**config.mk**
```make
export PLATFORM = sky130hd
export DESIGN_NAME = gic_top
export DESIGN_NICKNAME = d
export VERILOG_FILES = /design/src/hw/gic_pkg.sv /design/src/hw/gic_top.sv
export VERILOG_INCLUDE_DIRS = /design/src /design/src/hw
export SDC_FILE = /design/constraint.sdc
export NUM_CORES = 1
export LEC_CHECK = 0
export BUFFER_PORTS_ARGS = -buffer_cell sky130_fd_sc_hd__clkbuf_2
export CELL_PAD_IN_SITES_DETAIL_PLACEMENT = 0
export CELL_PAD_IN_SITES_GLOBAL_PLACEMENT = 1
export CORE_UTILIZATION = 44
export DETAILED_ROUTE_END_ITERATION = 8
export PLACE_DENSITY_LB_ADDON = 0.1
export SKIP_CTS_REPAIR_TIMING = 1
export SLEW_MARGIN = 20
export SYNTH_ARGS = -nofsm -noshare
export SYNTH_HDL_FRONTEND = slang
export SYNTH_SLANG_ARGS = --single-unit
```
**constraint.sdc**
```tcl
create_clock -name clk_sys_i -period 5.28 [get_ports clk_sys_i]
set_input_delay 0.264 -clock clk_sys_i [delete_from_list [all_inputs] [get_ports clk_sys_i]]
set_output_delay 0.264 -clock clk_sys_i [all_outputs]
set_load 0.01 [all_outputs]
```
**src/hw/gic_cfg.svh**
```systemverilog
`ifndef GIC_CFG_SVH
`define GIC_CFG_SVH
// register offsets (word indices, byte addresses are the indices times four)
`define GIC_IDX_DATA_ST 8'h0A
`define GIC_IDX_EVT_ST 8'h09
`define GIC_IDX_DATA_EN 8'h15
`define GIC_IDX_PIN_CFG 8'h16
`define GIC_IDX_MAP_A 8'h17
`define GIC_IDX_MAP_B 8'h19
`define GIC_IDX_MODE 8'h21
`define GIC_IDX_SRC_EN 8'h30
`define GIC_IDX_PWR 8'h31
// field positions
`define GIC_BIT_DATA_EN 7
`define GIC_BIT_CLR 7
`define GIC_BIT_POL_A 0
`define GIC_BIT_OD_A 1
`define GIC_BIT_POL_B 2
`define GIC_BIT_OD_B 3
// reset values
`define GIC_RST_PIN_CFG 4'h5
`define GIC_RST_MODE 4'h0
// mode codes
`define GIC_MODE_NL0 4'h0
`define GIC_MODE_NL1 4'h8
`define GIC_MODE_LT0 4'h7
`define GIC_MODE_LT1 4'hF
// clock and hold times
`define GIC_CLK_HZ 100000000
`define GIC_T_NEWDATA_US 300
`define GIC_T_250US 250
`define GIC_T_500US 500
`define GIC_T_1MS_US 1000
`define GIC_T_12P5MS_US 12500
`define GIC_T_25MS_US 25000
`define GIC_T_50MS_US 50000
`define GIC_T_250MS_US 250000
`endif

```
**src/hw/gic_pkg.sv**
```systemverilog
package gic_pkg;
  typedef enum logic [1:0] {
    GIC_NONLATCH,
    GIC_LATCH,
    GIC_TIMED
  } gic_mode_e;
  typedef logic [2:0] gic_src_t;
endpackage

```
**src/hw/gic_top.sv**
```systemverilog
`timescale 1ns/100ps
`include "gic_cfg.svh"
// Summary of operation
// - three independently enabled engines set status and drive mapped pins
// - each pin is OR of sources mapped to it
// - status sets only when a new rate word is stored
// - disabling a source clears its status and pin share at once
// - four-bit mode: 0000/1000 non-latched, 0111/1111 latched, others timed
// - timed codes give 250ms..8s or 250us..50ms hold times
// - interrupt never clears while its condition holds, except by a latched software clear
// - non-latched clears when condition ends; new-data uses own time
// - latched stays set until software writes clear bit
// - latched cleared with condition true reasserts at next update
// - map registers route sources to pin a and pin b
// - polarity bit sets each pin's active level
// - driver bit selects open-drain or push-pull
// - new-data asserts after fresh z-rate sample stored
// - new-data self-clears after 280 to 400 microseconds
// - new-data always non-latched, ignores mode field
// - new-data enable bit and readable status flag
// - full function only in normal power mode
// - clear bit is write-only, reads zero
module gic_top
  import gic_pkg::*;
#(
  parameter int unsigned CLK_HZ = `GIC_CLK_HZ,
  parameter int unsigned NEWDATA_US = `GIC_T_NEWDATA_US,
  // 250 ms base unit; shorten for simulation
  parameter int unsigned SLOW_UNIT_US = `GIC_T_250MS_US
)(
  // clock and reset
  input wire logic clk_sys_i,
  input wire logic rst_n_i,
  // apb slave
  input wire logic psel_i,
  input wire logic penable_i,
  input wire logic pwrite_i,
  input wire logic [31:0] paddr_i,
  input wire logic [31:0] pwdata_i,
  output logic [31:0] prdata_o,
  output logic pready_o,
  output logic pslverr_o,
  // rate path
  input wire logic rate_upd_i,
  input wire logic [1:0] evt_cond_i,
  // pins
  input wire logic irq_pin_a_i,
  output logic irq_pin_a_o,
  output logic irq_pin_a_oe_n_o,
  input wire logic irq_pin_b_i,
  output logic irq_pin_b_o,
  output logic irq_pin_b_oe_n_o
);
  localparam int unsigned CYC_US = CLK_HZ / 1000000;
  localparam int unsigned ND_CYC = NEWDATA_US * CYC_US;
  localparam int unsigned CW = 40;
  localparam logic [CW-1:0] SLOW_CYC = CW'(64'(SLOW_UNIT_US) * 64'(CYC_US));

  function automatic logic [31:0] reg_addr(input logic [7:0] idx);
    reg_addr = {22'h0, idx, 2'b00};
  endfunction

  // hold cycles for a timed code; slow codes double per step
  function automatic logic [CW-1:0] hold_cyc(input logic [3:0] code);
    logic [CW-1:0] us;
    us = '0;
    case (code)
      4'h9: us = CW'(`GIC_T_250US);
      4'hA: us = CW'(`GIC_T_500US);
      4'hB: us = CW'(`GIC_T_1MS_US);
      4'hC: us = CW'(`GIC_T_12P5MS_US);
      4'hD: us = CW'(`GIC_T_25MS_US);
      4'hE: us = CW'(`GIC_T_50MS_US);
      default: us = '0;
    endcase
    if (code[3])
      hold_cyc = CW'(us * CW'(CYC_US));
    else
      hold_cyc = SLOW_CYC << (code[2:0] - 3'd1);
  endfunction

  // configuration registers
  logic data_en_r;
  logic [1:0] src_en_r;
  logic [3:0] pin_cfg_r;
  logic [2:0] map_a_r, map_b_r;
  logic [3:0] mode_r;
  logic normal_r;
  // status and timers
  logic [1:0] evt_st_r;
  logic data_st_r;
  logic [31:0] nd_cnt_r;
  logic [CW-1:0] hold_cnt_r [2];
  logic [31:0] prdata_r;

  wire logic wr_en = psel_i & penable_i & pwrite_i;
  wire logic rd_en = psel_i & penable_i & ~pwrite_i;
  wire logic hit_data_st = paddr_i == reg_addr(`GIC_IDX_DATA_ST);
  wire logic hit_evt_st = paddr_i == reg_addr(`GIC_IDX_EVT_ST);
  wire logic hit_data_en = paddr_i == reg_addr(`GIC_IDX_DATA_EN);
  wire logic hit_pin_cfg = paddr_i == reg_addr(`GIC_IDX_PIN_CFG);
  wire logic hit_map_a = paddr_i == reg_addr(`GIC_IDX_MAP_A);
  wire logic hit_map_b = paddr_i == reg_addr(`GIC_IDX_MAP_B);
  wire logic hit_mode = paddr_i == reg_addr(`GIC_IDX_MODE);
  wire logic hit_src_en = paddr_i == reg_addr(`GIC_IDX_SRC_EN);
  wire logic hit_pwr = paddr_i == reg_addr(`GIC_IDX_PWR);
  wire logic hit_any = hit_data_st | hit_evt_st | hit_data_en | hit_pin_cfg | hit_map_a
    | hit_map_b | hit_mode | hit_src_en | hit_pwr;
  // write-only trigger, never stored
  wire logic clr_wr = wr_en & hit_mode & pwdata_i[`GIC_BIT_CLR];

  gic_mode_e mode_sel;
  assign mode_sel = (mode_r == `GIC_MODE_NL0 || mode_r == `GIC_MODE_NL1) ? GIC_NONLATCH :
    (mode_r == `GIC_MODE_LT0 || mode_r == `GIC_MODE_LT1) ? GIC_LATCH : GIC_TIMED;

  // status sampled only on rate update, gated by normal mode
  wire logic upd = rate_upd_i & normal_r;
  wire logic [1:0] cond = evt_cond_i & src_en_r;
  logic [1:0] evt_nxt;
  logic [CW-1:0] hold_nxt [2];

  always_comb
  begin
    for (int i = 0; i < 2; i++)
    begin
      evt_nxt[i] = evt_st_r[i];
      hold_nxt[i] = hold_cnt_r[i];
      if (hold_cnt_r[i] != '0)
        hold_nxt[i] = hold_cnt_r[i] - CW'(1);
      if (upd)
      begin
        if (cond[i])
        begin
          // assert or hold while condition true
          if (!evt_st_r[i])
            hold_nxt[i] = hold_cyc(mode_r);
          evt_nxt[i] = 1'b1;
        end
        else if (mode_sel == GIC_NONLATCH)
          evt_nxt[i] = 1'b0;
      end
      // timed release only once condition ended
      if (mode_sel == GIC_TIMED && evt_st_r[i] && hold_cnt_r[i] == CW'(1) && !cond[i])
        evt_nxt[i] = 1'b0;
      // latched: software clear; a same-cycle update with condition re-sets
      if (mode_sel == GIC_LATCH && clr_wr && !(upd && cond[i]))
        evt_nxt[i] = 1'b0;
      if (!src_en_r[i])
      begin
        evt_nxt[i] = 1'b0;
        hold_nxt[i] = '0;
      end
    end
  end

  always_ff @(posedge clk_sys_i)
  begin
    if (!rst_n_i)
    begin
      data_en_r <= 1'b0;
      src_en_r <= 2'b00;
      pin_cfg_r <= `GIC_RST_PIN_CFG;
      map_a_r <= 3'h0;
      map_b_r <= 3'h0;
      mode_r <= `GIC_RST_MODE;
      normal_r <= 1'b1;
    end
    else if (wr_en)
    begin
      if (hit_data_en)
        data_en_r <= pwdata_i[`GIC_BIT_DATA_EN];
      if (hit_src_en)
        src_en_r <= pwdata_i[1:0];
      if (hit_pin_cfg)
        pin_cfg_r <= pwdata_i[3:0];
      if (hit_map_a)
        map_a_r <= pwdata_i[2:0];
      if (hit_map_b)
        map_b_r <= pwdata_i[2:0];
      if (hit_mode)
        mode_r <= pwdata_i[3:0];
      if (hit_pwr)
        normal_r <= pwdata_i[0];
    end
  end

  always_ff @(posedge clk_sys_i)
  begin
    if (!rst_n_i)
    begin
      evt_st_r <= 2'b00;
      hold_cnt_r[0] <= '0;
      hold_cnt_r[1] <= '0;
    end
    else
    begin
      evt_st_r <= evt_nxt;
      hold_cnt_r[0] <= hold_nxt[0];
      hold_cnt_r[1] <= hold_nxt[1];
    end
  end

  // new-data pulse: fixed length, ignores mode field
  always_ff @(posedge clk_sys_i)
  begin
    if (!rst_n_i || !data_en_r)
    begin
      data_st_r <= 1'b0;
      nd_cnt_r <= 32'h0000_0000;
    end
    else if (upd)
    begin
      data_st_r <= 1'b1;
      nd_cnt_r <= ND_CYC;
    end
    else if (nd_cnt_r != 32'h0000_0000)
    begin
      nd_cnt_r <= nd_cnt_r - 32'h0000_0001;
      if (nd_cnt_r == 32'h0000_0001)
        data_st_r <= 1'b0;
    end
  end

  // pins
  wire gic_src_t src = {evt_st_r, data_st_r};
  wire logic act_a = |(src & map_a_r);
  wire logic act_b = |(src & map_b_r);
  wire logic pol_a = pin_cfg_r[`GIC_BIT_POL_A];
  wire logic pol_b = pin_cfg_r[`GIC_BIT_POL_B];
  wire logic od_a = pin_cfg_r[`GIC_BIT_OD_A];
  wire logic od_b = pin_cfg_r[`GIC_BIT_OD_B];
  logic pin_a_r, pin_b_r, oe_a_n_r, oe_b_n_r;

  always_ff @(posedge clk_sys_i)
  begin
    if (!rst_n_i)
    begin
      pin_a_r <= 1'b0;
      pin_b_r <= 1'b0;
      oe_a_n_r <= 1'b0;
      oe_b_n_r <= 1'b0;
    end
    else
    begin
      pin_a_r <= act_a ~^ pol_a;
      pin_b_r <= act_b ~^ pol_b;
      oe_a_n_r <= od_a & ~act_a;
      oe_b_n_r <= od_b & ~act_b;
    end
  end

  assign irq_pin_a_o = pin_a_r;
  assign irq_pin_b_o = pin_b_r;
  assign irq_pin_a_oe_n_o = oe_a_n_r;
  assign irq_pin_b_oe_n_o = oe_b_n_r;

  // wire levels read back; three stages, a level counts once stages two and three agree
  logic [2:0] sync_a_r, sync_b_r;
  logic lvl_a_r, lvl_b_r;

  always_ff @(posedge clk_sys_i)
  begin
    if (!rst_n_i)
    begin
      sync_a_r <= 3'h0;
      sync_b_r <= 3'h0;
      lvl_a_r <= 1'b0;
      lvl_b_r <= 1'b0;
    end
    else
    begin
      sync_a_r <= {sync_a_r[1:0], irq_pin_a_i};
      sync_b_r <= {sync_b_r[1:0], irq_pin_b_i};
      if (sync_a_r[1] == sync_a_r[2])
        lvl_a_r <= sync_a_r[2];
      if (sync_b_r[1] == sync_b_r[2])
        lvl_b_r <= sync_b_r[2];
    end
  end

  // read mux; wire levels sit read-only in bits 5:4 of the pin register
  wire logic [31:0] rd_val =
    hit_data_st ? {31'h0, data_st_r} :
    hit_evt_st ? {30'h0, evt_st_r} :
    hit_data_en ? {24'h0, data_en_r, 7'h0} :
    hit_pin_cfg ? {26'h0, lvl_b_r, lvl_a_r, pin_cfg_r} :
    hit_map_a ? {29'h0, map_a_r} :
    hit_map_b ? {29'h0, map_b_r} :
    hit_mode ? {28'h0, mode_r} :
    hit_src_en ? {30'h0, src_en_r} :
    hit_pwr ? {31'h0, normal_r} : 32'h0000_0000;

  always_ff @(posedge clk_sys_i)
  begin
    if (!rst_n_i)
      prdata_r <= 32'h0000_0000;
    else if (psel_i & ~penable_i & ~pwrite_i)
      prdata_r <= rd_val;
  end

  assign prdata_o = prdata_r;
  assign pready_o = 1'b1;
  assign pslverr_o = (rd_en | wr_en) & ~hit_any;

  // assertions
  property p_nd_set;
    @(posedge clk_sys_i) disable iff (!rst_n_i) data_en_r && upd |=> data_st_r;
  endproperty
  a_nd_set: assert property (p_nd_set) else $error("new data flag not set");
  property p_dis_clr;
    @(posedge clk_sys_i) disable iff (!rst_n_i) !src_en_r[0] |=> !evt_st_r[0];
  endproperty
  a_dis_clr: assert property (p_dis_clr) else $error("disabled source still set");
  // a latched clear may drop a flag whose condition holds; it returns at next update
  property p_hold_cond;
    @(posedge clk_sys_i) disable iff (!rst_n_i)
      evt_st_r[1] && cond[1] && src_en_r[1] && !upd && !(mode_sel == GIC_LATCH && clr_wr)
      |=> evt_st_r[1] || !src_en_r[1];
  endproperty
  a_hold_cond: assert property (p_hold_cond) else $error("cleared while condition true");
  property p_no_upd;
    @(posedge clk_sys_i) disable iff (!rst_n_i)
      !evt_st_r[0] && !upd |=> !evt_st_r[0];
  endproperty
  a_no_upd: assert property (p_no_upd) else $error("status set without update");
  property p_pin_a;
    @(posedge clk_sys_i) disable iff (!rst_n_i) 1 |=> pin_a_r == ($past(act_a) ~^ $past(pol_a));
  endproperty
  a_pin_a: assert property (p_pin_a) else $error("pin a level wrong");
  property p_od;
    @(posedge clk_sys_i) disable iff (!rst_n_i) od_b && !act_b ##1 od_b |-> oe_b_n_r;
  endproperty
  a_od: assert property (p_od) else $error("open drain drives idle");
  property p_latch;
    @(posedge clk_sys_i) disable iff (!rst_n_i)
      mode_sel == GIC_LATCH && evt_st_r[0] && src_en_r[0] && !clr_wr |=> evt_st_r[0]
      || !src_en_r[0] || mode_sel != GIC_LATCH;
  endproperty
  a_latch: assert property (p_latch) else $error("latched flag lost");
  property p_nl;
    @(posedge clk_sys_i) disable iff (!rst_n_i)
      mode_sel == GIC_NONLATCH && upd && !cond[0] |=> !evt_st_r[0];
  endproperty
  a_nl: assert property (p_nl) else $error("non latched not cleared");
  c_nd: cover property (@(posedge clk_sys_i) data_st_r ##1 !data_st_r);
  c_latch: cover property (@(posedge clk_sys_i) mode_sel == GIC_LATCH && clr_wr && evt_st_r[0]);
  c_timed: cover property (@(posedge clk_sys_i) mode_sel == GIC_TIMED && hold_cnt_r[0] == CW'(1));
  c_dis: cover property (@(posedge clk_sys_i) !src_en_r[0] && evt_st_r[0]);
  c_od: cover property (@(posedge clk_sys_i) od_b && oe_b_n_r);
  property p_pin_b;
    @(posedge clk_sys_i) disable iff (!rst_n_i)
      1 |=> pin_b_r == ($past(act_b) ~^ $past(pol_b));
  endproperty
  a_pin_b: assert property (p_pin_b) else $error("pin b level wrong");
  property p_oe_a;
    @(posedge clk_sys_i) disable iff (!rst_n_i) !od_a ##1 !od_a |-> !oe_a_n_r;
  endproperty
  a_oe_a: assert property (p_oe_a) else $error("push pull pin a not driven");
  property p_nd_clr;
    @(posedge clk_sys_i) disable iff (!rst_n_i)
      data_en_r && !upd && nd_cnt_r == 32'h0000_0001 |=> !data_st_r;
  endproperty
  a_nd_clr: assert property (p_nd_clr) else $error("new data flag not released");
  property p_timed;
    @(posedge clk_sys_i) disable iff (!rst_n_i)
      mode_sel == GIC_TIMED && evt_st_r[0] && hold_cnt_r[0] == CW'(1) && !cond[0]
      |=> !evt_st_r[0];
  endproperty
  a_timed: assert property (p_timed) else $error("timed flag not released");
  property p_latch_clr;
    @(posedge clk_sys_i) disable iff (!rst_n_i)
      mode_sel == GIC_LATCH && clr_wr && !(upd && cond[0]) |=> !evt_st_r[0];
  endproperty
  a_latch_clr: assert property (p_latch_clr) else $error("latched flag not cleared");
endmodule // gic_top

```
==> summary.txt <==
CTS
  • Clk slew on worst S/H paths: 0.07 ns
  • Later-pin clock latency in the skew report: 0.43 ns
  • Clock sink total: 152
  • Number of buffers created by CTS: 17
  • Clk buf depth: 2
  • Htree depth: 4
  • CTS tree: yes
  • CTS root buf: clkbuf_16

Job
  • Max-cap violations: 0

Worst setup path
  • WP data required: 5.56 ns
  • Setup CP Type: flip-flop to flip-flop
  • Crit path arrival time: 5.24 ns
  • Crit path launch type: flip-flop
  • Max Fanout on Critical Path: 8
  • Critical path endpoint category: flip-flop

Synth
  • XOR/XNOR Fraction of Synth Area: 0.09655
  • Avg Synthesized Cell Area: 8.247 um^2
  • Prevailing post-synth register cell: dfxtp_1
  • Synth async-reset ratio: 0
  • Adder-cell share of the synthesized area: 0.07566
  • Mapped Cells: 1155
  • Synth unique cells: 77
  • Largest family of logic cells by synthesized area: simple AND/OR/NAND/NOR gates
  • Post-synthesis sequential area ratio: 0.3195
  • Compound-cell area share of the yosys netlist: 0.1508
  • Number of synthesized register bits: 152
  • Post-synthesis simple-gate area fraction: 0.2758
  • Synthesized cell area: 9525 um^2
  • Post-synth EDFFs: 0
  • Mux cell area share after synthesis: 0.02640
  • Synth warn: 0

Global routing
  • Tot GR Track Use: 0.2288
  • Initial antenna violation count: 1
  • Total grt overflow: 0
  • Largest net degree at the start of global routing: 44
  • First-pass GRT wire length: 39.96 mm
  • Vias in the first global route: 7825

Detailed routing
  • WL final: 24.23 mm
  • DRC: 0
  • DRT iter0 DRCs: 433
  • Antenna-violating nets left: 0
  • DR vias: 8130
  • Via density: 5.467
  • DR WL/cell: 16.29 um
  • Pre-antenna DRT Iters: 5

STA
  • RSZ-0062 raised after global routing: no
  • Fmax achieved: 201.7 MHz
  • Clock Skew: 0.01244 ns
  • Finish-stage setup viols: 0
  • Max_slew headroom: 0.3573
  • Period utilisation layout: 0.9388
  • Max-slew violations: 0
  • Tmin final: 4.957 ns
  • Final Hold Viols: 0
  • TNS Setup: 0 ns
  • Slew @ Worst Pin: 0.9613 ns

Place
  • Port Buffers: 58
  • Dpl hpwl: 17.94 mm
  • Placed cells: 1454
  • Post-DP Area: 9993 um^2
  • Gpl congestion: 0.8374

Final layout
  • Final #Nets: 1326
  • Commonest non-fill, non-tap cell in the layout: dfxtp_1
  • Total area of sequential cells: 3043 um^2
  • Core Util, Final: 0.5010
  • Fraction of layout cells with a size suffix above 1: 0.1123
  • Multi-input logic area: 6053 um^2
  • Area Growth Syn to Fin: 11.26%
  • Final Instance Area: 10600 um^2
  • Final non-filler cell total: 1487
  • Most frequent cells in the layout: dfxtp_1, nor2_1, nand2_1, xnor2_1
  • Layout fillers: 2146

Power and ir drop
  • Pleak: 0.004292 uW
  • Power, Total: 2474 uW
  • VDD IR max: 0.1730 mV
  • Power Density: 233.5 nW/um^2

Outcome
  • Status: finished, final reports clean

Worst hold path
  • Hold WC Path Type: input pin to flip-flop

Floorplanning
  • Chip Width: 149.1 um
  • Die H: 149.1 um
  • Core area: 21150 um^2
  • Io pins: 112
  • Starting Density: 0.4503
  • Row count: 53
  • Die ar.: 22240 um^2
-- synth_stat cells (4+ instances only) --
cell type	number	area (um^2)
dfxtp_1	152	3043
nor2_1	115	431.7
nand2_1	75	281.5
xnor2_1	68	595.6
a21oi_1	64	320.3
o21ai_0	64	320.3
ha_1	48	600.6
nor3_1	46	230.2
clkbuf_1	45	168.9
xor2_1	37	324.1
inv_1	32	120.1
nand3_1	30	150.1
or3_1	28	175.2
a211oi_1	26	195.2
buf_4	26	195.2
nor2b_1	25	156.4
mux2i_1	24	240.2
or4_1	22	165.2
nor4_1	21	131.4
and2_1	17	106.4
and3_1	15	93.84
a31oi_1	11	68.82
nor3b_1	11	82.58
a21boi_0	9	67.56
nand2b_1	9	56.30
o22ai_1	9	56.30
and4_1	8	70.07
o31ai_1	8	60.06
nand4_1	7	43.79
fa_1	6	120.1
o21a_1	6	45.04
or2_2	6	37.54
a21o_1	5	37.54
nor4b_1	5	43.79
a22oi_1	4	30.03
buf_2	4	20.02
nand3b_1	4	30.03
nand4b_1	4	35.03
-- state kept, by name (all words and copies together) (netlist names), 2 cells and up --
signal / flops
prdata_o: 7
src_en_r: 2
hold_cnt_r: 80
mode_r: 4
pin_cfg_r: 4
nd_cnt_r: 32
evt_st_r: 2
map_a_r: 3
sync_a_r: 3
sync_b_r: 3
map_b_r: 3
-- metal layers --
layer | vias up | share of wire | GRT usage
met5 | - | 0 | 0
met2 | 109 | 0.48 | 0.3842
met4 | 0 | 0.018 | 0.07092
li1 | 4174 | - | -
met1 | 3825 | 0.48 | 0.2963
met3 | 22 | 0.030 | 0.04067
-- cell families after synthesis --
logic type,Yosys count
AND/OR/NAND/NOR,476
AO/OA/AOI/OAI,232
flip-flops,152
buffers and inverters,109
XOR/XNOR,105
adder cells (fa/ha/maj),54
multiplexers,25
other,2
-- path summary, 6_finish.rpt --
check	start	end	slack, ns	depth (start not counted)
worst min register to register	sync_b_r[0]	sync_b_r[1]	0.44	1
worst max register to register	mode_r[1]	hold_cnt_r[0][58]	0.32	15
worst min-delay path	irq_pin_b_i	sync_b_r[0]	0.03	2
worst max-delay path	mode_r[1]	hold_cnt_r[0][58]	0.32	15
-- worst max-delay path, stage by stage (launching register included) --
cell and delay (ns):
dfxtp_1 0.48, inv_1 0.13, ha_1 0.21, and3_1 0.19, or3_1 0.47, ha_1 0.33, ha_1 0.32, fa_1 0.47
ha_1 0.38, o21ai_0 0.22, nor2_1 0.08, o31ai_1 0.39, a211oi_1 0.21, or4_1 0.43, a31oi_1 0.37, o22ai_1 0.15
-- cell type report --
cell class / count / share of cell area
flip-flops and latches: 152 / 0.2871
clock inverters: 14 / 0.01535
inverters: 32 / 0.01133
clock buffers: 18 / 0.04144
repair buffers: 77 / 0.04085
well taps: 275 / 0.03247
diodes: 1 / 0.0002361
multi-input cells: 918 / 0.5712
-- where the power goes --
part / switching [uW] / total (uW) / internal [uW]
Sequential: 0.649 / 1150 / 1150
Combinational: 32.8 / 54.6 / 21.8
Clock: 549 / 1270 / 723
Total: 582 / 2470 / 1890
-- per-stage QoR --
step | hold slack, ns | setup WS (ns)
after CTS | 0.02284 | 0.3229
final | 0.03494 | 0.3231
after detailed placement | 0.4186 | 0.3370
after global placement | 0.4172 | 0.4187
after floorplan | 0.3891 | 0.7733
after global routing | 0.03034 | 0.05176
(Power assumes the default switching activity.)
